===== config.mk =====
export PLATFORM = sky130hd
export DESIGN_NAME = ttsb_device_end_flat
export DESIGN_NICKNAME = d
export VERILOG_FILES = /design/src/design/ttsb_pkg.sv /design/src/design/ttsb_if.sv /design/src/design/ttsb_device_end.sv /design/src/design/ttsb_seg_sampler.sv /design/src/flat_wrapper.sv
export SDC_FILE = /design/constraint.sdc
export NUM_CORES = 1
export LEC_CHECK = 0
export BUFFER_PORTS_ARGS = -buffer_cell sky130_fd_sc_hd__buf_2
export CORE_AREA = 2 2 433 435
export CTS_CLUSTER_SIZE = 24
export DETAILED_ROUTE_END_ITERATION = 6
export DIE_AREA = 0 0 435 437
export PLACE_DENSITY = 0.33
export SETUP_SLACK_MARGIN = 0.3
export SLEW_MARGIN = 0
export SYNTH_ARGS = -nofsm -noshare
export SYNTH_HDL_FRONTEND = slang
export SYNTH_SLANG_ARGS = --single-unit

===== constraint.sdc =====
create_clock -name mclk -period 2.8 [get_ports mclk]
set_input_delay 0.28 -clock mclk [delete_from_list [all_inputs] [get_ports mclk]]
set_output_delay 0.28 -clock mclk [all_outputs]
set_load 0.01 [all_outputs]

===== src/design/ttsb_pkg.sv =====
// Shared constants and types for the segmented transmit bus delimiting block
package ttsb_pkg;
  // Segment geometry
  localparam int SEG_COUNT = 4;
  localparam int WORD_W = 128;
  localparam int EMPTY_W = 4;
  localparam int EMPTY_LOW_W = 3;
  localparam int CNT_W = 16;
  // Cycles the user may keep sending after ready falls
  localparam logic [3:0] READY_STOP_CYCLES = 4'h4;
  localparam logic [3:0] STOP_CNT_ONE = 4'h1;
  // Error code control word, error octet repeated over the data word
  localparam logic [WORD_W-1:0] ERR_CTRL_WORD = {16{8'hFE}};
  localparam logic [EMPTY_LOW_W-1:0] EMPTY_LOW_CLEAR = 3'h0;
  localparam logic [CNT_W-1:0] SEGS_PER_BEAT = 16'h0004;
  localparam logic [CNT_W-1:0] CNT_ONE = 16'h0001;
  localparam logic [CNT_W-1:0] CNT_ZERO = 16'h0000;
  // Per-segment bundles
  typedef logic [SEG_COUNT-1:0] ttsb_flags_t;
  typedef logic [SEG_COUNT-1:0][EMPTY_W-1:0] ttsb_empty_t;
  typedef logic [SEG_COUNT-1:0][WORD_W-1:0] ttsb_word_t;
  // User end sequencer states
  typedef enum logic [0:0] {
    TTSB_IDLE = 1'b0,
    TTSB_SEND = 1'b1
  } ttsb_state_t;
endpackage


===== src/design/ttsb_if.sv =====
// Segmented transmit bus between user logic and the device end
`timescale 1ns/1ps
`default_nettype none
interface ttsb_if;
  import ttsb_pkg::*;
  ttsb_flags_t valid; // Segment enables
  ttsb_flags_t first; // Start of packet per segment
  ttsb_flags_t last; // End of packet per segment
  ttsb_flags_t bad; // Errored packet per segment
  ttsb_empty_t empty; // Invalid bytes on final transfer
  ttsb_word_t word; // Segment data words
  logic ready; // Device can accept data
  logic overflow; // Back-pressure violated
  logic underflow; // Packet under-run
  // Device end
  modport dev (
    input valid, first, last, bad, empty, word,
    output ready, overflow, underflow
  );
  // User logic end
  modport usr (
    output valid, first, last, bad, empty, word,
    input ready, overflow, underflow
  );
endinterface
`default_nettype wire


===== src/design/ttsb_device_end.sv =====
// Device end of the segmented transmit bus: delimiting, flow and error checks
`timescale 1ns/1ps
`default_nettype none
// Behaviour
// - Start flag high only on first transfer
// - End flag high only on last transfer
// - Start and end flags taken only when enabled
// - Error flag taken only with enable and end, or forced on segment 0 during under-run
// - Errored end replaces word with error code
// - Errored packet disables frame check only itself
// - Each segment carries four-bit empty count
// - Empty count taken only with enable and end
// - Errored end forces empty low bits to zero
// - Four independent segments numbered zero to three
// - Data word captured on every enabled cycle except an errored end
// - User stops within four cycles of not-ready
// - Overflow flagged on violation, needs reset
// - Underflow flagged, error words while under-run
module ttsb_device_end (
  input wire logic mclk,
  input wire logic rst,
  ttsb_if.dev bus,
  input wire logic line_ready,
  output logic [ttsb_pkg::SEG_COUNT-1:0] line_valid,
  output logic [ttsb_pkg::SEG_COUNT-1:0] line_first,
  output logic [ttsb_pkg::SEG_COUNT-1:0] line_last,
  output logic [ttsb_pkg::SEG_COUNT-1:0] line_bad,
  output ttsb_pkg::ttsb_empty_t line_empty,
  output ttsb_pkg::ttsb_word_t line_word,
  output logic [ttsb_pkg::SEG_COUNT-1:0] line_fcs_en,
  output logic overflow_seen,
  output logic underflow_seen
);
  import ttsb_pkg::*;

  // Flow control state
  logic ready_reg; // Ready shown to the user
  logic [3:0] stop_cnt_reg; // Cycles since ready fell
  logic [3:0] stop_cnt_next; // Next stop count
  logic overflow_reg; // Sticky overflow
  logic underflow_reg; // Under-run in progress
  // Packet tracking and beat summary
  logic pkt_open_reg; // Packet started, not yet ended
  logic pkt_open_next; // Next open state
  logic any_valid; // Some segment enabled
  logic any_first; // Some enabled start
  logic any_last; // Some enabled end
  logic first_after_last; // Start follows end in this beat
  logic unf_now; // Under-run condition this cycle

  // Beat summary over the four segments
  always_comb begin
    any_valid = |bus.valid;
    any_first = |(bus.valid & bus.first);
    any_last = |(bus.valid & bus.last);
    first_after_last = 1'b0;
    // Start above an end in segment order opens a new packet
    for (int i = 0; i < SEG_COUNT; i++) begin
      if (bus.valid[i] && bus.first[i] && any_last) begin
        // Look for an enabled end below this start
        for (int j = 0; j < i; j++) begin
          if (bus.valid[j] && bus.last[j]) begin
            first_after_last = 1'b1;
          end
        end
      end
    end
  end

  // Packet open tracking across beats
  always_comb begin
    pkt_open_next = pkt_open_reg;
    if (any_first && any_last) begin
      // Start and end in one beat: segment order decides
      pkt_open_next = first_after_last;
    end else if (any_first) begin
      // A lone start opens the packet
      pkt_open_next = 1'b1;
    end else if (any_last) begin
      // A lone end closes it
      pkt_open_next = 1'b0;
    end
  end

  // Open state register
  always_ff @(posedge mclk) begin
    if (rst) begin
      pkt_open_reg <= 1'b0;
    end else begin
      pkt_open_reg <= pkt_open_next;
    end
  end

  // Ready follows the line side
  always_ff @(posedge mclk) begin
    if (rst) begin
      // Not ready while the path is in reset
      ready_reg <= 1'b0;
    end else begin
      ready_reg <= line_ready;
    end
  end

  // Count cycles of not-ready, saturating at the limit
  always_comb begin
    // Ready high keeps the count at zero
    stop_cnt_next = '0;
    if (!ready_reg) begin
      if (stop_cnt_reg < READY_STOP_CYCLES) begin
        // Still inside the allowed tail
        stop_cnt_next = stop_cnt_reg + STOP_CNT_ONE;
      end else begin
        // Hold at the limit until ready returns
        stop_cnt_next = stop_cnt_reg;
      end
    end
  end

  // Stop count register
  always_ff @(posedge mclk) begin
    if (rst) begin
      stop_cnt_reg <= '0;
    end else begin
      stop_cnt_reg <= stop_cnt_next;
    end
  end

  // The window is counted on the ready the user sees, so the allowed
  // tail lines up with the user's own view of back-pressure
  // Overflow sticks until the path is reset
  always_ff @(posedge mclk) begin
    if (rst) begin
      overflow_reg <= 1'b0;
    end else if (any_valid && !ready_reg && stop_cnt_reg >= READY_STOP_CYCLES) begin
      // Enabled data after the allowed tail
      overflow_reg <= 1'b1;
    end
  end

  // Judged only while ready is high: a user held off by the line
  // is not starving it
  // Under-run: open packet, ready, and no segment enabled
  always_comb begin
    unf_now = pkt_open_reg & ready_reg & ~any_valid;
  end

  // Underflow lasts as long as the under-run
  always_ff @(posedge mclk) begin
    if (rst) begin
      underflow_reg <= 1'b0;
    end else begin
      // Follows the condition with no memory
      underflow_reg <= unf_now;
    end
  end

  // Overflow copy for the user side of this end
  always_ff @(posedge mclk) begin
    if (rst) begin
      overflow_seen <= 1'b0;
    end else begin
      overflow_seen <= overflow_reg;
    end
  end

  // Underflow history, kept until reset
  always_ff @(posedge mclk) begin
    if (rst) begin
      underflow_seen <= 1'b0;
    end else if (underflow_reg) begin
      // Set on any under-run, never cleared here
      underflow_seen <= 1'b1;
    end
  end

  // Handshake outputs on the bus
  assign bus.ready = ready_reg;
  assign bus.overflow = overflow_reg;
  assign bus.underflow = underflow_reg;

  // One sampler per segment, segment 0 carries the under-run error words
  generate
    for (genvar g = 0; g < SEG_COUNT; g++) begin : g_seg
      // Enable, flags, count and word of one segment
      ttsb_seg_sampler u_seg (
        .mclk(mclk),
        .rst(rst),
        .seg_valid(bus.valid[g]),
        .seg_first(bus.first[g]),
        .seg_last(bus.last[g]),
        .seg_bad(bus.bad[g]),
        .seg_empty(bus.empty[g]),
        .seg_word(bus.word[g]),
        .force_err((g == 0) ? unf_now : 1'b0),
        .out_valid(line_valid[g]),
        .out_first(line_first[g]),
        .out_last(line_last[g]),
        .out_bad(line_bad[g]),
        .out_empty(line_empty[g]),
        .out_word(line_word[g]),
        .out_fcs_en(line_fcs_en[g])
      );
    end
  endgenerate
endmodule
`default_nettype wire


===== src/design/ttsb_seg_sampler.sv =====
// One segment of the device end: qualified sampling and error substitution
`timescale 1ns/1ps
`default_nettype none
module ttsb_seg_sampler (
  input wire logic mclk,
  input wire logic rst,
  input wire logic seg_valid,
  input wire logic seg_first,
  input wire logic seg_last,
  input wire logic seg_bad,
  input wire logic [ttsb_pkg::EMPTY_W-1:0] seg_empty,
  input wire logic [ttsb_pkg::WORD_W-1:0] seg_word,
  input wire logic force_err,
  output logic out_valid,
  output logic out_first,
  output logic out_last,
  output logic out_bad,
  output logic [ttsb_pkg::EMPTY_W-1:0] out_empty,
  output logic [ttsb_pkg::WORD_W-1:0] out_word,
  output logic out_fcs_en
);
  import ttsb_pkg::*;

  logic end_seen; // Enabled end of packet
  logic bad_end; // Enabled errored end
  logic [EMPTY_W-1:0] empty_used; // Empty count as applied

  // Qualify the flags by the enable and the end flag
  always_comb begin
    end_seen = seg_valid & seg_last;
    bad_end = end_seen & seg_bad;
    empty_used = seg_empty;
    if (bad_end) begin
      empty_used[EMPTY_LOW_W-1:0] = EMPTY_LOW_CLEAR;
    end
  end

  // Delimiter flags, only taken with the enable; valid and error flag also set by a forced error
  always_ff @(posedge mclk) begin
    if (rst) begin
      out_valid <= 1'b0;
      out_first <= 1'b0;
      out_last <= 1'b0;
      out_bad <= 1'b0;
    end else begin
      out_valid <= seg_valid | force_err;
      out_first <= seg_valid & seg_first;
      out_last <= end_seen;
      out_bad <= bad_end | force_err;
    end
  end

  // Data word and empty count
  always_ff @(posedge mclk) begin
    if (rst) begin
      out_word <= '0;
      out_empty <= '0;
    end else begin
      if (bad_end || force_err) begin
        out_word <= ERR_CTRL_WORD;
      end else if (seg_valid) begin
        out_word <= seg_word;
      end
      // Empty count only on an enabled end
      out_empty <= end_seen ? empty_used : '0;
    end
  end

  // Frame check off for an errored packet only
  always_ff @(posedge mclk) begin
    if (rst) begin
      out_fcs_en <= 1'b1;
    end else begin
      out_fcs_en <= ~(bad_end | force_err);
    end
  end
endmodule
`default_nettype wire


===== src/flat_wrapper.sv =====
// flat-port wrapper written by rule: the top's interface ports become plain ports
module ttsb_device_end_flat import ttsb_pkg::*;
  (mclk, rst, line_ready, line_valid, line_first, line_last, line_bad, line_empty, line_word, line_fcs_en, overflow_seen, underflow_seen, bus_valid, bus_first, bus_last, bus_bad, bus_empty, bus_word, bus_ready, bus_overflow, bus_underflow);
  ttsb_if bus_i ();
  input wire logic mclk;
  input wire logic rst;
  input wire logic line_ready;
  output logic [ttsb_pkg::SEG_COUNT-1:0] line_valid;
  output logic [ttsb_pkg::SEG_COUNT-1:0] line_first;
  output logic [ttsb_pkg::SEG_COUNT-1:0] line_last;
  output logic [ttsb_pkg::SEG_COUNT-1:0] line_bad;
  output ttsb_pkg::ttsb_empty_t line_empty;
  output ttsb_pkg::ttsb_word_t line_word;
  output logic [ttsb_pkg::SEG_COUNT-1:0] line_fcs_en;
  output logic overflow_seen;
  output logic underflow_seen;
  input wire logic [$bits(bus_i.valid)-1:0] bus_valid;
  input wire logic [$bits(bus_i.first)-1:0] bus_first;
  input wire logic [$bits(bus_i.last)-1:0] bus_last;
  input wire logic [$bits(bus_i.bad)-1:0] bus_bad;
  input wire logic [$bits(bus_i.empty)-1:0] bus_empty;
  input wire logic [$bits(bus_i.word)-1:0] bus_word;
  output wire logic [$bits(bus_i.ready)-1:0] bus_ready;
  output wire logic [$bits(bus_i.overflow)-1:0] bus_overflow;
  output wire logic [$bits(bus_i.underflow)-1:0] bus_underflow;
  assign bus_i.valid = bus_valid;
  assign bus_i.first = bus_first;
  assign bus_i.last = bus_last;
  assign bus_i.bad = bus_bad;
  assign bus_i.empty = bus_empty;
  assign bus_i.word = bus_word;
  assign bus_ready = bus_i.ready;
  assign bus_overflow = bus_i.overflow;
  assign bus_underflow = bus_i.underflow;
  ttsb_device_end u_core (.mclk(mclk), .rst(rst), .bus(bus_i), .line_ready(line_ready), .line_valid(line_valid), .line_first(line_first), .line_last(line_last), .line_bad(line_bad), .line_empty(line_empty), .line_word(line_word), .line_fcs_en(line_fcs_en), .overflow_seen(overflow_seen), .underflow_seen(underflow_seen));
endmodule

==> After elaboration in Yosys (flattened, before gate mapping) <==
Cells that the tools add are included.
Widths: inputs -> output; s select.
{ "word_totals": {"ff_bits": 558, "memories": 0, "latchBits": 0, "inputBits": 547, "mem_bits_ro": 0, "ram_bits": 0} }
{ "op_classes": {"shifts": 0, "n_eq_ne": 0, "bitwise": 27, "div_mod_pow": 0, "n_mul": 0, "n_reduce_logical": 35, "n_lt_le_gt_ge": 2, "mux": 20, "n_addsub": 1} }
{ "op_table": {"columns": ["operator", "n"], "rows": [
  ["$mux 128", 8],
  ["$reduce_or 2->1", 9],
  ["$and 1x1->1", 14],
  ["$logic_and 1x1->1", 12],
  ["$mux 1", 12],
  ["$reduce_or 3->1", 4],
  ["$reduce_or 4->1", 3],
  ["$not 1->1", 9],
  ["$and 4x4->4", 2],
  ["$reduce_bool 2->1", 4],
  ["$add 4x1->4 const B", 1],
  ["$ge 4x3->1 const B", 1],
  ["$lt 4x3->1 const B", 1],
  ["$reduce_bool 3->1", 1],
  ["$or 1x1->1", 2],
  ["$logic_not 1->1", 1],
  ["$logic_or 1x1->1", 1]
]} }

==> Longest topological paths before layout <==
Gate-level depths: netlist of run 1.
{ "logic_depth": {"word_depth": 12, "mapped_depth": 6, "depth_no_buf": 3} }

==> Cells and area by module <==
A second synthesis of run 1 with hierarchy kept.
{ "hier_totals": {"hier_cells": 2387, "area_unflattened_um2": 24948.9} }
{ "by_module_without_submodules": {"columns": ["module", "instances", "seq_area_each_um2", "cells_per_inst", "area_each_um2"], "rows": [
  ["ttsb_seg_sampler", 4, 2742.6, 586, 6135.9],
  ["ttsb_device_end", 1, 200.2, 43, 405.4]
]} }

==> Worst setup path after synthesis of run 1 <==
No wires, ideal clock.
{ "synth_path": {"path_kind": "in2reg", "startpoint": "input port bus_valid[0]", "endpoint": "register u_core.g_seg[0].u_seg.out_word[40] (netlist name)", "required_time_ns": 2.668, "cell_stages": 6, "path_slack_ns": 1.339, "arrival_ns": 1.329, "setup_time_ns": 0.132, "path_buffers": 3, "cell_sequence": "buf_2 > nor4_4 > a32o_1 > buf_2 > buf_2 > nor3_1"} }
{ "synth_between": {"elab_chain_len": 5} }
{ "synth_rtl": {"columns": ["element", "line_no", "text"], "rows": [
  ["from (decl)", "flat_wrapper.sv:17", "input wire logic [$bits(bus_i.valid)-1:0] bus_valid;"],
  ["$reduce_or 4->1", "ttsb_device_end.sv:53", "any_valid = |bus.valid;"],
  ["$not 1->1", "ttsb_device_end.sv:144", "unf_now = pkt_open_reg & ready_reg & ~any_valid;"],
  ["$and 1x1->1", "ttsb_device_end.sv:144", null],
  ["$logic_or 1x1->1", "ttsb_seg_sampler.sv:59", "if (bad_end || force_err) begin"],
  ["$reduce_or 2->1 (no source line)", null, null],
  ["to (signal assigned)", "ttsb_seg_sampler.sv:62", "out_word <= seg_word;"],
  ["to (decl)", "ttsb_seg_sampler.sv:19", "output logic [ttsb_pkg::WORD_W-1:0] out_word,"]
]} }
Several ways; a longest one is shown, not always the timed one.
A chain may end at the register's enable or synchronous reset.

==> results of run 1 <==
## what timing repair did
action	4_1_cts	5_1_grt
buffers inserted	0	0
hold endpoints to repair	542	0
hold buffers	571	0
## worst max-delay path, cell delays in order
cell	delay (ps)
sky130_fd_sc_hd__dlygate4sd3_1	560
sky130_fd_sc_hd__buf_8	280
sky130_fd_sc_hd__and3b_1	280
sky130_fd_sc_hd__nand2_4	370
sky130_fd_sc_hd__buf_12	290
sky130_fd_sc_hd__o21ai_0	120
sky130_fd_sc_hd__dlygate4sd3_1	570
## logic make-up (layout without fill, tap and decap cells)
kind of cell	count (synthesis)	after routing
adder cells (fa/ha/maj)	1	1
XOR/XNOR	1	1
AND/OR/NAND/NOR	121	121
AO/OA/AOI/OAI	459	459
multiplexers	513	513
other	0	9
buffers and inverters	193	1842
flip-flops	558	558
## stage by stage
stage	area (µm²)	hold slack, ps	setup WS (ps)	utilization
2_1_floorplan	20230	401.7	1339	-
3_3_place_gp	28470	445.8	795.6	0.1538
3_5_place_dp	28470	461.1	775.6	0.1538
4_1_cts	36760	6.660	513.8	0.1987
5_1_grt	36780	61.87	341.5	0.1988
6_report	36790	80.82	479.6	0.1988
## area by class of cell
cell class / instances / area [µm²] / share of cell area
sequential: 558 / 11170 / 0.3037
clock inverter: 15 / 282.8 / 0.007687
clock buffer: 117 / 2300 / 0.06252
tap: 2480 / 3103 / 0.08435
inverter: 5 / 18.77 / 0.0005102
timing repair buffer: 1705 / 11750 / 0.3193
antenna: 9 / 22.52 / 0.0006122
multi-input combinational: 1095 / 8143 / 0.2214
## worst min-delay path by stage
stage	start	to	cells after the start
finish	bus_bad[0]	u_core.g_seg[0].u_seg.out_empty[1]	3
global route	bus_bad[0]	u_core.g_seg[0].u_seg.out_empty[0]	3
CTS	bus_valid[2]	u_core.g_seg[2].u_seg.out_word[123]	3
detailed placement	u_core.underflow_seen	u_core.underflow_seen	2
global placement	u_core.underflow_seen	u_core.underflow_seen	2
floorplan	bus_empty[0]	u_core.g_seg[0].u_seg.out_empty[0]	1
## layout by cell type (no fill, tap or decap), types with 2 or more instances in the layout
cell                               n
sky130_fd_sc_hd__buf_2          1094
sky130_fd_sc_hd__dlygate4sd3_1   571
sky130_fd_sc_hd__dfxtp_1         558
sky130_fd_sc_hd__mux2i_1         513
sky130_fd_sc_hd__o21ai_0         336
sky130_fd_sc_hd__a21oi_1         114
sky130_fd_sc_hd__clkbuf_16        79
sky130_fd_sc_hd__nor2_1           53
sky130_fd_sc_hd__nor3_1           22
sky130_fd_sc_hd__clkbuf_8         21
sky130_fd_sc_hd__clkbuf_1         20
sky130_fd_sc_hd__and2_1           19
sky130_fd_sc_hd__buf_12           18
sky130_fd_sc_hd__buf_4            17
sky130_fd_sc_hd__diode_2           9
sky130_fd_sc_hd__nor2b_1           8
sky130_fd_sc_hd__and3b_1           5
sky130_fd_sc_hd__inv_1             5
sky130_fd_sc_hd__bufinv_16         5
sky130_fd_sc_hd__nand2_4           3
sky130_fd_sc_hd__a31o_2            3
sky130_fd_sc_hd__clkinv_8          3
sky130_fd_sc_hd__nand2_1           2
sky130_fd_sc_hd__nor4_1            2
sky130_fd_sc_hd__a22o_1            2
sky130_fd_sc_hd__clkinvlp_4        2
sky130_fd_sc_hd__clkinv_2          2
## report_power, final
part           switching [W]  internal [W]
clock network        0.00418       0.00613
registers           0.000382       0.00856
logic                0.00187       0.00178
## routing by layer
layer  part of all wire  wire, µm  vias to the layer above  global-route usage
li1                   -         -                     9722                   -
met1               0.39     47770                     9574              0.1364
met2               0.48     58210                      687              0.2040
met3              0.087     10590                      174             0.04906
met4              0.037      4510                        4             0.05337
met5            0.00022        27                        -                   0
==> results by stage, run 1 <==
Status:
- The flow ran to the end, and the final reports show no timing, DRC or antenna violations.

Logic synthesis:
- In the post-synthesis netlist, the biggest area contributors are sky130_fd_sc_hd__dfxtp_1 (55%), sky130_fd_sc_hd__mux2i_1 (25%), sky130_fd_sc_hd__o21ai_0 (8.3%).
- The total of warnings raised by yosys is 0.
- Counting flops and latches in the post-synthesis netlist gives about 560.
- Of all flip-flops after synthesis, the portion carrying an async set or reset was 0.
- The mapped netlist covers 20230 µm².
- The share of synthesized area in the top cell type comes to 0.5523.
- Of the post-synthesis cell area, the part taken by muxes is 0.2539.
- Counting distinct cell types in the post-synthesis netlist gives 32.
- The sequential fraction of the synthesis area is 0.5523.
- Of the total synthesized cell area, the portion taken by AND, OR, NAND and NOR gates is 0.03037.
- After synthesis, the most frequently instantiated cells are sky130_fd_sc_hd__dfxtp_1 (558), sky130_fd_sc_hd__mux2i_1 (513), sky130_fd_sc_hd__o21ai_0 (336).
- The library cell with the largest summed area after synthesis is sky130_fd_sc_hd__dfxtp_1.
- The combinational family with the most area after synthesis is multiplexers.
- The xor-xnor portion of the synthesized cell area is 0.0004330.
- The net count after synthesis is 2394.
- The synthesized-area fraction occupied by ao, oa, aoi and oai cells is 0.1152.
- The mean post-synth cell area is 10.96 µm².
- In this run, synthesis inferred 0 flip-flops with an integrated enable.
- The flip-flop cell with the highest count after synthesis is sky130_fd_sc_hd__dfxtp_1.
- The share of synthesized cell area in full adder, half adder and majority cells is 0.0006186.
- Counting every instance in the synthesized netlist gives roughly 1.8k.
- sky130_fd_sc_hd__dfxtp_1 is the most common cell in the netlist.

Power and ir drop:
- The worst-case IR drop observed on VDD is ~0.48 mV.
- The static power due to leakage is approximately 17 nW.
- The total power per unit cell area is roughly 620 nW/µm².
- The total power consumption of the routed design is 0.02290 W.

Clock network:
- For the worst-skew pair, the clock arrives at the later sink with an insertion delay of between 600 and 700 ps.
- The number of clock sinks is ~560.
- TritonCTS created 77 clock buffers.
- Post-CTS repair changed the size of 0 cells.
- The cell at the root of the clock tree is sky130_fd_sc_hd__clkbuf_16.
- The clock passes through at most 3 buffers.
- The clock tree from TritonCTS is done.
- The H-tree generated during clock tree synthesis spans 3 levels.
- The clock edge transition at the registers on the reported setup and hold paths is 50 ps.

Global route:
- The initial antenna violation count is 20.
- The pin count of the biggest net entering global routing is approximately 100.
- The first global-routing pass estimated about 170000 µm of wire.
- The combined global-route utilization of all metal layers is 0.1221.
- The total congestion overflow is 0.
- The via count of the first global-routing pass came to 21.14k.

Die:
- The area inside the core boundary is about 190000 µm².
- The overall die height is between 400 and 500 µm.
- The number of placement rows is between 150 and 200.
- The die boundary width is between 400 and 500 µm.
- The die covers ~190000 µm².
- For this configuration, the core starts out at a cell density of 0.1093.
- The number of top-level design ports is around 1.1k.

Final layout:
- Excluding fillers, the count of instances in the completed layout stands at approximately 6.0k.
- The net count of the finished layout is around 4k.
- u_core.g_seg.u_seg.out_word holds more flip-flops than any other register.
- The count of fill cells added during filler insertion is roughly 21k.
- The fraction of layout cells with a size suffix above 1 is 0.3594.
- The flip-flop count of the largest register, all copies and words added is between 500 and 600.
- The largest registers in the layout are u_core.g_seg.u_seg.out_word: 512 flops, u_core.g_seg.u_seg.out_empty: 16 flops.
- The area growth from synthesis to layout is 81.87%.

STA:
- Dividing the final minimum period by the clock period gives 0.8287.
- The hold violation total from the final report is 0.
- Derived from the worst setup path, the maximum achievable clock frequency is about 430 MHz.
- Setup repair after global routing left no endpoint under its margin.
- The actual transition at the worst max-transition pin is 1185 ps.
- The post-route clock skew is 16.12 ps.
- The minimum period implied by the final worst setup slack is between 2000 and 2500 ps.
- The number of endpoints failing setup at the final stage is 0.
- Measured against its own limit, the worst slew margin works out to 0.2101.
- The sum of negative setup slack is 0 ps.
- The count of pins over their slew limit is 0.

Critical path:
- The kind of end point of the critical path is a register.
- The endpoint of the worst setup timing path is u_core.g_seg[3].u_seg.out_word[60].
- The reg2reg setup slack is between 900 and 1000 ps.
- The setup path with the least slack is of type in2reg.
- The data required time of the critical path is ~3400 ps.
- The peak fanout along the critical path is 48.
- The endpoint identified for the worst register-to-register timing path is u_core.g_seg[0].u_seg.out_word[78].
- The kind of start point of the critical path is an input pin.
- In this run the critical register-to-register path is launched from u_core.bus.ready.
- Data on the critical path arrives at its endpoint at about 2900 ps.
- The worst-case reg-to-reg path depth is 4.
- The critical path launch point is rst.

Detailed routing:
- The residual DRC count is 0.
- For this block, the initial DRC count from the detailed router was roughly 820.
- For this block, the routed nets add up to 121100 µm of wire.
- Dividing the detail-routed wire length by the instance count gives roughly 20 µm.
- The routed layout has just over 20k vias.
- Using the TritonRoute via totals, the vias-per-cell ratio works out to roughly 3.4.
- The pre-antenna-repair detailed-routing pass consisted of 5 iterations.
- The number of routed nets with antenna violations is 0.

Place:
- The congestion estimate from routability-driven global placement came to just under 0.9.
- The post-DP HPWL is roughly 92000 µm.
- The count of placed standard cells including taps is approximately 5.3k.
- During placement, the flow inserted port buffers numbering 1099.

Hold path:
- The type of the most critical hold path is in2reg.

Run:
- Max-cap violations in this run came to 0.
Power figures use the tool's default switching activity.
==> run 2, diff against run 1 <==
--- a/config.mk
+++ b/config.mk
@@ -6,11 +6,11 @@
 export NUM_CORES = 1
 export LEC_CHECK = 0
 export BUFFER_PORTS_ARGS = -buffer_cell sky130_fd_sc_hd__buf_2
-export CORE_AREA = 2 2 433 435
+export CORE_AREA = 2 2 434 436
 export CTS_CLUSTER_SIZE = 24
 export DETAILED_ROUTE_END_ITERATION = 6
-export DIE_AREA = 0 0 435 437
-export PLACE_DENSITY = 0.33
+export DIE_AREA = 0 0 436 438
+export PLACE_DENSITY = 0.34
 export SETUP_SLACK_MARGIN = 0.3
 export SLEW_MARGIN = 0
 export SYNTH_ARGS = -nofsm -noshare
==> constraint.sdc (replaced) <==
create_clock -name mclk -period 2 [get_ports mclk]
set_input_delay 0.2 -clock mclk [delete_from_list [all_inputs] [get_ports mclk]]
set_output_delay 0.2 -clock mclk [all_outputs]
set_load 0.01 [all_outputs]
==> run 2 against run 1 <==
  * Critical path depth unchanged
  * First-iteration DRC count down 0.49%
  * Final cell count up 0.99%
  * Count of clock-buffer cells in the layout down 2
  * Non-clock buffer count up 37
  * Utilization about the same
  * Setup slack worse by 140 ps
  * Register-to-register slack worse by 470 ps
  * Routed wire length down 2.6%
  * Flip-flop and latch count unchanged
  * Global-route usage down 0.49 points
  * Critical endpoint is now u_core.g_seg[3].u_seg.out_word[119]
  * Largest power group unchanged
==> results by stage, run 2 (same netlist as run 1, synthesis figures left out) <==
Power and ir drop:
- For this design the static power due to leakage is ~18 nW.
- The largest vdd supply drop is roughly 0.46 mV.
- The total power consumption of the routed design is roughly 0.032 W.
- For this design the ratio of total power to cell area is 857.3 nW/µm².

Global route:
- The wire length of the first global-routing pass is 160700 µm.
- Entering global routing, the biggest net connects 137 pins.
- The total congestion overflow is 0.
- The via count of the first global-routing pass is 20.98k.
- For this run, global-route usage on met1 was measured as 0.1362.
- The initial antenna violation count is 20.
- The highest-utilization routing layer at the global route stage is met2.
- For this run, global-route usage on met3 was measured as 0.04285.
- For this run, the total global-route usage over all layers was measured as 0.1172.
- For this run, global-route usage on met2 was measured as 0.1993.

Critical path:
- The data required time of the critical path is 2550 ps.
- The kind of end point of the critical path is a register.
- The peak fanout along the critical path is 25.
- The worst-case reg-to-reg path depth is 4.
- Data arrives at the worst endpoint at between 2000 and 2500 ps.
- The startpoint of the most critical register-to-register path is u_core.bus.ready.
- The critical setup path kind is in2reg.
- The endpoint identified for the worst register-to-register timing path is u_core.g_seg[0].u_seg.out_word[29].
- In this run the register-to-register setup slack is approximately 520 ps.
- The kind of start point of the critical path is an input pin.

Die:
- The overall die height is around 440 µm.
- The die is 436 µm wide.
- The area of the die is roughly 190000 µm².
- The number of top-level design ports is ~1.1k.
- For this configuration, the core starts out at a cell density of 0.1084.
- The area inside the core boundary is 186600 µm².
- The number of placement rows is roughly 160.

Detailed routing:
- After the first detailed-routing iteration, the DRC count stood at around 810.
- The total iterations of the first detailed-routing run is 4.
- The per-cell routed wire length is a little under 20 µm.
- The routed layout has about 20k vias.
- In the routed layout, each cell is associated on average with a via count of between 3 and 4.
- The final wirelength is between 100000 and 150000 µm.
- For this run, design rule violations remaining after detail routing come to 0.
- The number of routed nets with antenna violations is 0.

STA:
- The count of pins over their slew limit is 0.
- The hold violation total from the final report is 0.
- After routing, the total negative slack on setup checks comes to 0 ps.
- The maximum frequency from static timing analysis is about 600 MHz.
- Across the routed clock network, the largest skew measured is 9.537 ps.
- Setup repair after global routing left no endpoint under its margin.
- In the finished design, the share of the clock period the worst path needs comes to 0.8319.
- Setup violations remaining at the end of the flow were counted as 0.
- The worst setup margin is 336.1 ps.
- The minimum period implied by the final worst setup slack is 1664 ps.
- The tightest hold path in the finished design has a slack of around 71 ps.
- In this run the tightest slew margin relative to its limit is 0.3631.
- For the pin with the worst max-slew slack, the measured transition is about 960 ps.

Final layout:
- The most common cell after layout, fill and taps aside is sky130_fd_sc_hd__buf_2.
- The flip-flop count of the largest register, all copies and words added is a little over 500.
- The area growth from synthesis to layout is 83.84%.
- The largest registers in the layout are u_core.g_seg.u_seg.out_word: 512 flops, u_core.g_seg.u_seg.out_empty: 16 flops.
- Of the cells placed in the final design, the portion with a size suffix greater than 1 is 0.3638.
- After the last flow step, the layout net total stands at roughly 4.0k.
- For this run, the number of standard cells in the final layout without fillers is between 6k and 7k.
- The count of fill cells added during filler insertion is ~21k.
- In the layout the commonest cells are sky130_fd_sc_hd__buf_2 (1094), sky130_fd_sc_hd__dlygate4sd3_1 (585), sky130_fd_sc_hd__dfxtp_1 (556).
- The register containing the most flip-flops in the final layout is u_core.g_seg.u_seg.out_word.

Hold path:
- The origin of the worst min-delay path is bus_valid[2].
- The type of the most critical hold path is in2reg.
- The end point of the worst hold path is u_core.g_seg[2].u_seg.out_last.
- The worst hold path passes through 2 cells.

Status:
- The flow ran to the end, and the final reports show no timing, DRC or antenna violations.

Run:
- Across the run, the number of max-cap violations was 0.

Clock network:
- The later pin in the worst-skew pair is clocked with a latency of 660 ps.
- The cell at the root of the clock tree is sky130_fd_sc_hd__clkbuf_16.
- The clock tree from TritonCTS is done.
- The number of clock sinks is 558.
- The number of clock buffers added by TritonCTS is between 70 and 80.
- The number of H-tree branching levels is 3.
- Clock-pin slew was measured on the worst setup and hold paths at 60 ps.
- The maximum number of buffers from clock root to sink is 3.

Place:
- Timing analysis after detailed placement gives a worst setup slack of between 200 and 250 ps.
- In this run the tool buffered the top-level ports with approximately 1.1k buffer cells.
- The placer's final routability congestion estimate is 0.8257.
- The post-DP HPWL is between 90000 and 100000 µm.
- Once placement completed, the tool counted placed cells totaling about 5.3k.
run 2: cell count changes in the layout (fill, tap and decap cells not counted), moves of 2 or more:
cell                            delta
sky130_fd_sc_hd__buf_12            +2
sky130_fd_sc_hd__buf_4            +19
sky130_fd_sc_hd__clkbuf_8          -2
sky130_fd_sc_hd__clkinv_2          +5
sky130_fd_sc_hd__clkinv_4          +2
sky130_fd_sc_hd__dfxtp_1           -2
sky130_fd_sc_hd__dfxtp_2           +2
sky130_fd_sc_hd__dlygate4sd3_1    +14
sky130_fd_sc_hd__inv_6             +3
run 2: power by group:
group          internal [W]  total, W  switching [W]
registers            0.0120    0.0125       0.000530
clock network       0.00860    0.0142        0.00564
logic               0.00254   0.00513        0.00259
total                0.0231    0.0319        0.00875
run 2: what timing repair did:
| action | CTS | global route |
|---|---|---|
| pin swaps | 0 | 0 |
| buffers inserted | 0 | 0 |
| endpoints found under the hold margin | 538 | 0 |
| gates resized for setup | 2 | 2 |
| endpoints found under the setup margin | 2 | 4 |
| hold buffers | 585 | 0 |
| gates cloned | 0 | 1 |
run 2: stage by stage:
stage	instance area (µm²)	utilization
CTS	37130	0.1990
finish	37190	0.1993
global route	37180	0.1992
floorplan	20230	-
detailed placement	28690	0.1537
global placement	28690	0.1537
run 2: worst max path at each step:
stage / start / to / slack [ps] / cells past startpoint
after floorplan: u_core.bus.ready / u_core.g_seg[0].u_seg.out_word[37] / 620 / 5
after global placement: bus_valid[0] / u_core.g_seg[0].u_seg.out_word[100] / 230 / 5
after detailed placement: bus_valid[0] / u_core.g_seg[0].u_seg.out_word[100] / 230 / 5
after CTS: u_core.bus.ready / bus_ready / 310 / 2
after global routing: bus_last[3] / u_core.g_seg[3].u_seg.out_word[119] / 310 / 7
final: bus_last[3] / u_core.g_seg[3].u_seg.out_word[119] / 340 / 7
run 2: area by class of cell:
cell class	instances	area, µm²	area share
diodes	10	25.02	0.0006729
clock buffers	115	2262	0.06083
clock inverters	23	315.3	0.008479
inverters	5	18.77	0.0005047
multi-input cells	1095	8145	0.2190
flip-flops and latches	558	11170	0.3005
well taps	2495	3122	0.08395
repair buffers	1742	12120	0.3260
run 2: critical path, stage by stage:
cell	delay (ps)
sky130_fd_sc_hd__dlygate4sd3_1	550
sky130_fd_sc_hd__buf_2	150
sky130_fd_sc_hd__and3b_1	220
sky130_fd_sc_hd__nand2_4	200
sky130_fd_sc_hd__buf_12	200
sky130_fd_sc_hd__o21ai_0	100
sky130_fd_sc_hd__dlygate4sd3_1	550
run 2: per-layer routing:
metal | up-vias | share of wire | wire length, µm
met4 | 4 | 0.023 | 2732
li1 | 9795 | - | -
met3 | 122 | 0.076 | 9005
met1 | 9565 | 0.41 | 48280
met5 | - | 0.00023 | 27
met2 | 597 | 0.49 | 57880
==> run 3, diff against run 2 <==
--- a/config.mk
+++ b/config.mk
@@ -5,11 +5,12 @@
 export SDC_FILE = /design/constraint.sdc
 export NUM_CORES = 1
 export LEC_CHECK = 0
+export ABC_AREA = 1
 export BUFFER_PORTS_ARGS = -buffer_cell sky130_fd_sc_hd__buf_2
-export CORE_AREA = 2 2 434 436
+export CORE_AREA = 2 2 433 435
 export CTS_CLUSTER_SIZE = 24
 export DETAILED_ROUTE_END_ITERATION = 6
-export DIE_AREA = 0 0 436 438
+export DIE_AREA = 0 0 435 437
 export PLACE_DENSITY = 0.34
 export SETUP_SLACK_MARGIN = 0.3
 export SLEW_MARGIN = 0
==> constraint.sdc (replaced) <==
create_clock -name mclk -period 1.5 [get_ports mclk]
set_input_delay 0.15 -clock mclk [delete_from_list [all_inputs] [get_ports mclk]]
set_output_delay 0.15 -clock mclk [all_outputs]
set_load 0.01 [all_outputs]
==> run 3 against run 2 <==
  * Synthesized area up 2.1%
  * Sequential share of layout area decreased by 2.6 points
  * Largest power group unchanged
  * Via count grew 26%
  * Final cell count grew 16%
==> results by stage, run 3 <==
Logic synthesis:
- The flip-flop cell with the highest count after synthesis is sky130_fd_sc_hd__dfxtp_1.
- Of the post-synthesis cell area, the dominant cell type holds 0.5411.
- The number of cells produced by synthesis is 2691.
- sky130_fd_sc_hd__dfxtp_1 takes more of the synthesized area than any other cell.
- The mean post-synth cell area is 7.672 µm².
- During synthesis, Yosys emitted a total of 0 warnings.
- Yosys attributes the largest share of cell area to sky130_fd_sc_hd__dfxtp_1 (54%), sky130_fd_sc_hd__o21ai_0 (16%), sky130_fd_sc_hd__nor2_1 (8.7%).
- The commonest cells after synthesis are sky130_fd_sc_hd__o21ai_0 (653), sky130_fd_sc_hd__dfxtp_1 (558), sky130_fd_sc_hd__nor2_1 (479).
- When the netlist entered floorplanning its net count stood at between 3k and 4k.
- In the post-synthesis netlist, the cell with the most instances is sky130_fd_sc_hd__o21ai_0.
- The synthesized design contains about 560 register bits.
- The share of synthesized flip-flops with an asynchronous set or reset is 0.
- The sequential fraction of the synthesis area is 0.5411.
- After synthesis, the netlist uses 22 different library cells.
- The count of flip-flops with a built-in enable after synthesis is 0.
- The synthesized cell area is between 20000 and 25000 µm².

Final layout:
- The register with the most flip-flops in the layout has approximately 510 of them.
- The count of placed standard cells in the final layout, fillers left out is 7011.
- Leaving out fill and tap cells, the most frequent cells in the layout are sky130_fd_sc_hd__buf_2 (720), sky130_fd_sc_hd__o21ai_0 (653), sky130_fd_sc_hd__dlygate4sd3_1 (613).
- The fraction of layout cells with a size suffix above 1 is 0.4138.
- The area growth from synthesis to layout is 105.6%.
- Fill cells in the final layout number between 20k and 25k.
- The total non-filler cell area in the finished layout is ~42000 µm².
- Summing all multi-input logic gate instances after layout gives about 8000 µm².
- The most common cell after layout, fill and taps aside is sky130_fd_sc_hd__buf_2.
- The register containing the most flip-flops in the final layout is u_core.g_seg.u_seg.out_word.
- The net count of the finished layout is around 5k.
- The largest registers in the layout are u_core.g_seg.u_seg.out_word: 512 flops, u_core.g_seg.u_seg.out_empty: 16 flops.
- The register area is around 12000 µm².

Global route:
- The total congestion overflow is 0.
- The pin count of the biggest net entering global routing is 111.
- The initial antenna violation count is 30.
- For this run, the total global-route usage over all layers was measured as 0.1317.
- The via count of the first global-routing pass is between 20k and 30k.
- The wire length of the first global-routing pass is approximately 180000 µm.

Place:
- Timing analysis after detailed placement gives a worst setup slack of -42.45 ps.
- The post-DP HPWL is roughly 100000 µm.
- The number of placed instances, taps included, is between 6k and 7k.
- The count of buffers added on input and output ports is around 1.1k.
- The congestion estimate from routability-driven global placement came to roughly 0.9.
- The placement-stage cell area is 29920 µm².

Die:
- The area of the die is 190100 µm².
- The core region is roughly 190000 µm².
- In this run the vertical extent of the chip is 437 µm.
- The number of placement rows is 158.
- The starting density of the core is 0.1116.
- The number of top-level design ports is approximately 1.1k.
- The die boundary width is ~440 µm.

Detailed routing:
- The via count normalized by instance count is approximately 3.6.
- The final wirelength is about 130000 µm.
- The residual DRC count is 0.
- The total iterations of the first detailed-routing run is 5.
- After detailed routing, the average wire length per cell comes to ~19 µm.
- The number of routed nets with antenna violations is 0.
- In this run, the number of DRC markers left after iteration 0 of detailed routing was 1194.
- The detailed-route via count is 25.29k.

Clock network:
- The cell at the root of the clock tree is sky130_fd_sc_hd__clkbuf_16.
- TritonCTS created 79 clock buffers.
- The number of clock sinks is approximately 560.
- The clock edge transition at the registers on the reported setup and hold paths is approximately 60 ps.
- The number of H-tree branching levels is 3.
- The clock passes through at most 3 buffers.
- The clock tree from TritonCTS is done.
- The clock network latency to the later pin of the worst-skew pair is between 700 and 800 ps.

Hold path:
- The number of instances on the worst hold path is 5.
- For hold timing, the worst endpoint is u_core.g_seg[0].u_seg.out_word[32].
- The origin of the worst min-delay path is bus_valid[0].
- The type of the most critical hold path is in2reg.

Run:
- The max-capacitance violation count is 0.

Critical path:
- The worst setup path is captured at a register.
- In this run the worst path has a maximum fanout of 8.
- STA classifies the critical path startpoint as a register.
- The critical path is of the reg2reg type.
- In this run the critical register-to-register path is captured at u_core.g_seg[0].u_seg.out_word[12].
- The startpoint of the most critical register-to-register path is u_core.bus.ready.
- At the worst endpoint, the required time is 2130 ps.
- The reg2reg setup slack is 120 ps.
- The worst path arrival time is ~2000 ps.
- Counting cells, the worst reg-to-reg path comes to 8.

Power and ir drop:
- The sequential fraction of design power is 0.375.
- The largest vdd supply drop is just over 0.8 mV.
- The total power per unit cell area is about 1100 nW/µm².
- The total power consumption of the routed design is about 0.045 W.
- The net switching fraction of the power is 0.2832.
- Summed over all cells, the static leakage comes to 19.10 nW.
- The total net switching power is between 0.01 and 0.015 W.
- The share of power burned in combinational logic is 0.188.
- The internal portion of total power is ~0.032 W.
- Of the total power, the clock network draws 0.437.

STA:
- The count of pins over their slew limit came to 0.
- The post-route clock skew is 15.10 ps.
- Based on the critical path, the design can be clocked at up to 723.9 MHz.
- The number of endpoints failing setup at the final stage is 0.
- The worst setup margin is 118.6 ps.
- Final hold analysis gives a worst-case slack of about 54 ps.
- The actual transition at the worst max-transition pin is around 580 ps.
- The hold violation total from the final report was 0.
- The worst pin sits at a relative slew slack of 0.6142.
- Setup repair after global routing could not meet its margin everywhere.
- After layout, the minimum clock period comes to about 1400 ps.
- Of the available clock period, the critical path in the final layout requires 0.9210.

Status:
- The flow ran to the end, and the final reports show no timing, DRC or antenna violations.
[run 3: worst max-delay path by stage]
stage	from	endpoint	slack, ps	cells past startpoint
after CTS	u_core.bus.overflow	bus_overflow	20	1
after global placement	bus_valid[1]	u_core.pkt_open_reg	-80	8
after detailed placement	bus_valid[1]	u_core.g_seg[1].u_seg.out_word[54]	-40	9
final	u_core.bus.ready	u_core.g_seg[0].u_seg.out_word[12]	120	8
after global routing	u_core.bus.ready	u_core.g_seg[0].u_seg.out_word[102]	30	7
after floorplan	u_core.bus.ready	u_core.g_seg[0].u_seg.out_word[50]	340	7
[run 3: cell type report]
class / count / share of cell area
clock buffers: 107 / 0.05384
repair buffers: 1930 / 0.3864
inverters: 146 / 0.01332
multi-input cells: 1736 / 0.1878
diodes: 22 / 0.001297
well taps: 2480 / 0.07309
flip-flops and latches: 558 / 0.2750
clock inverters: 32 / 0.009283
[run 3: cells by family after synthesis]
| logic type | synth area share |
|---|---|
| simple gates | 0.1693 |
| compound gates | 0.2072 |
| flops | 0.5411 |
| buf+inv | 0.08188 |
| fa+ha+maj | 0.0006060 |
[run 3: layer usage]
layer | wire length, µm | vias up | GRT usage | part of all wire
met5 | 0 | - | 0 | 0
li1 | - | 12340 | - | -
met4 | 5351 | 0 | 0.06317 | 0.041
met3 | 10360 | 221 | 0.04546 | 0.079
met1 | 49260 | 11900 | 0.1399 | 0.37
met2 | 66730 | 829 | 0.2321 | 0.51
[run 3: critical path, cell delays in order, from the launching register on]
cell and delay [ps]:
sky130_fd_sc_hd__dfxtp_4 390, sky130_fd_sc_hd__nand2_2 70, sky130_fd_sc_hd__inv_2 60, sky130_fd_sc_hd__nand3_4 130, sky130_fd_sc_hd__nand2_8 190, sky130_fd_sc_hd__buf_12 140
sky130_fd_sc_hd__clkbuf_16 160, sky130_fd_sc_hd__nor2_4 40, sky130_fd_sc_hd__a21oi_2 120
[run 3: stage by stage]
stage,util,setup TNS (ps)
after floorplan,-,0
after global placement,0.1617,-1604
after detailed placement,0.1617,-1345
after CTS,0.2241,0
after global routing,0.2294,0
final,0.2294,0
[run 3: timing repair]
item / in CTS / in global routing
gates cloned: 0 / 4
endpoints found under the hold margin: 546 / 0
resized for setup: 840 / 189
setup endpoints to repair: 682 / 711
pin swaps: 0 / 11
hold buffers: 613 / 0
setup buffers: 38 / 21
[run 3: power groups by stage]
stage	logic [W]	registers, W	clock network [W]
floorplan	0.00190	0.0174	0
global placement	0.00608	0.0169	0
detailed placement	0.00606	0.0169	0
CTS	0.00834	0.0169	0.0206
global route	0.00920	0.0171	0.0211
finish	0.00849	0.0169	0.0198
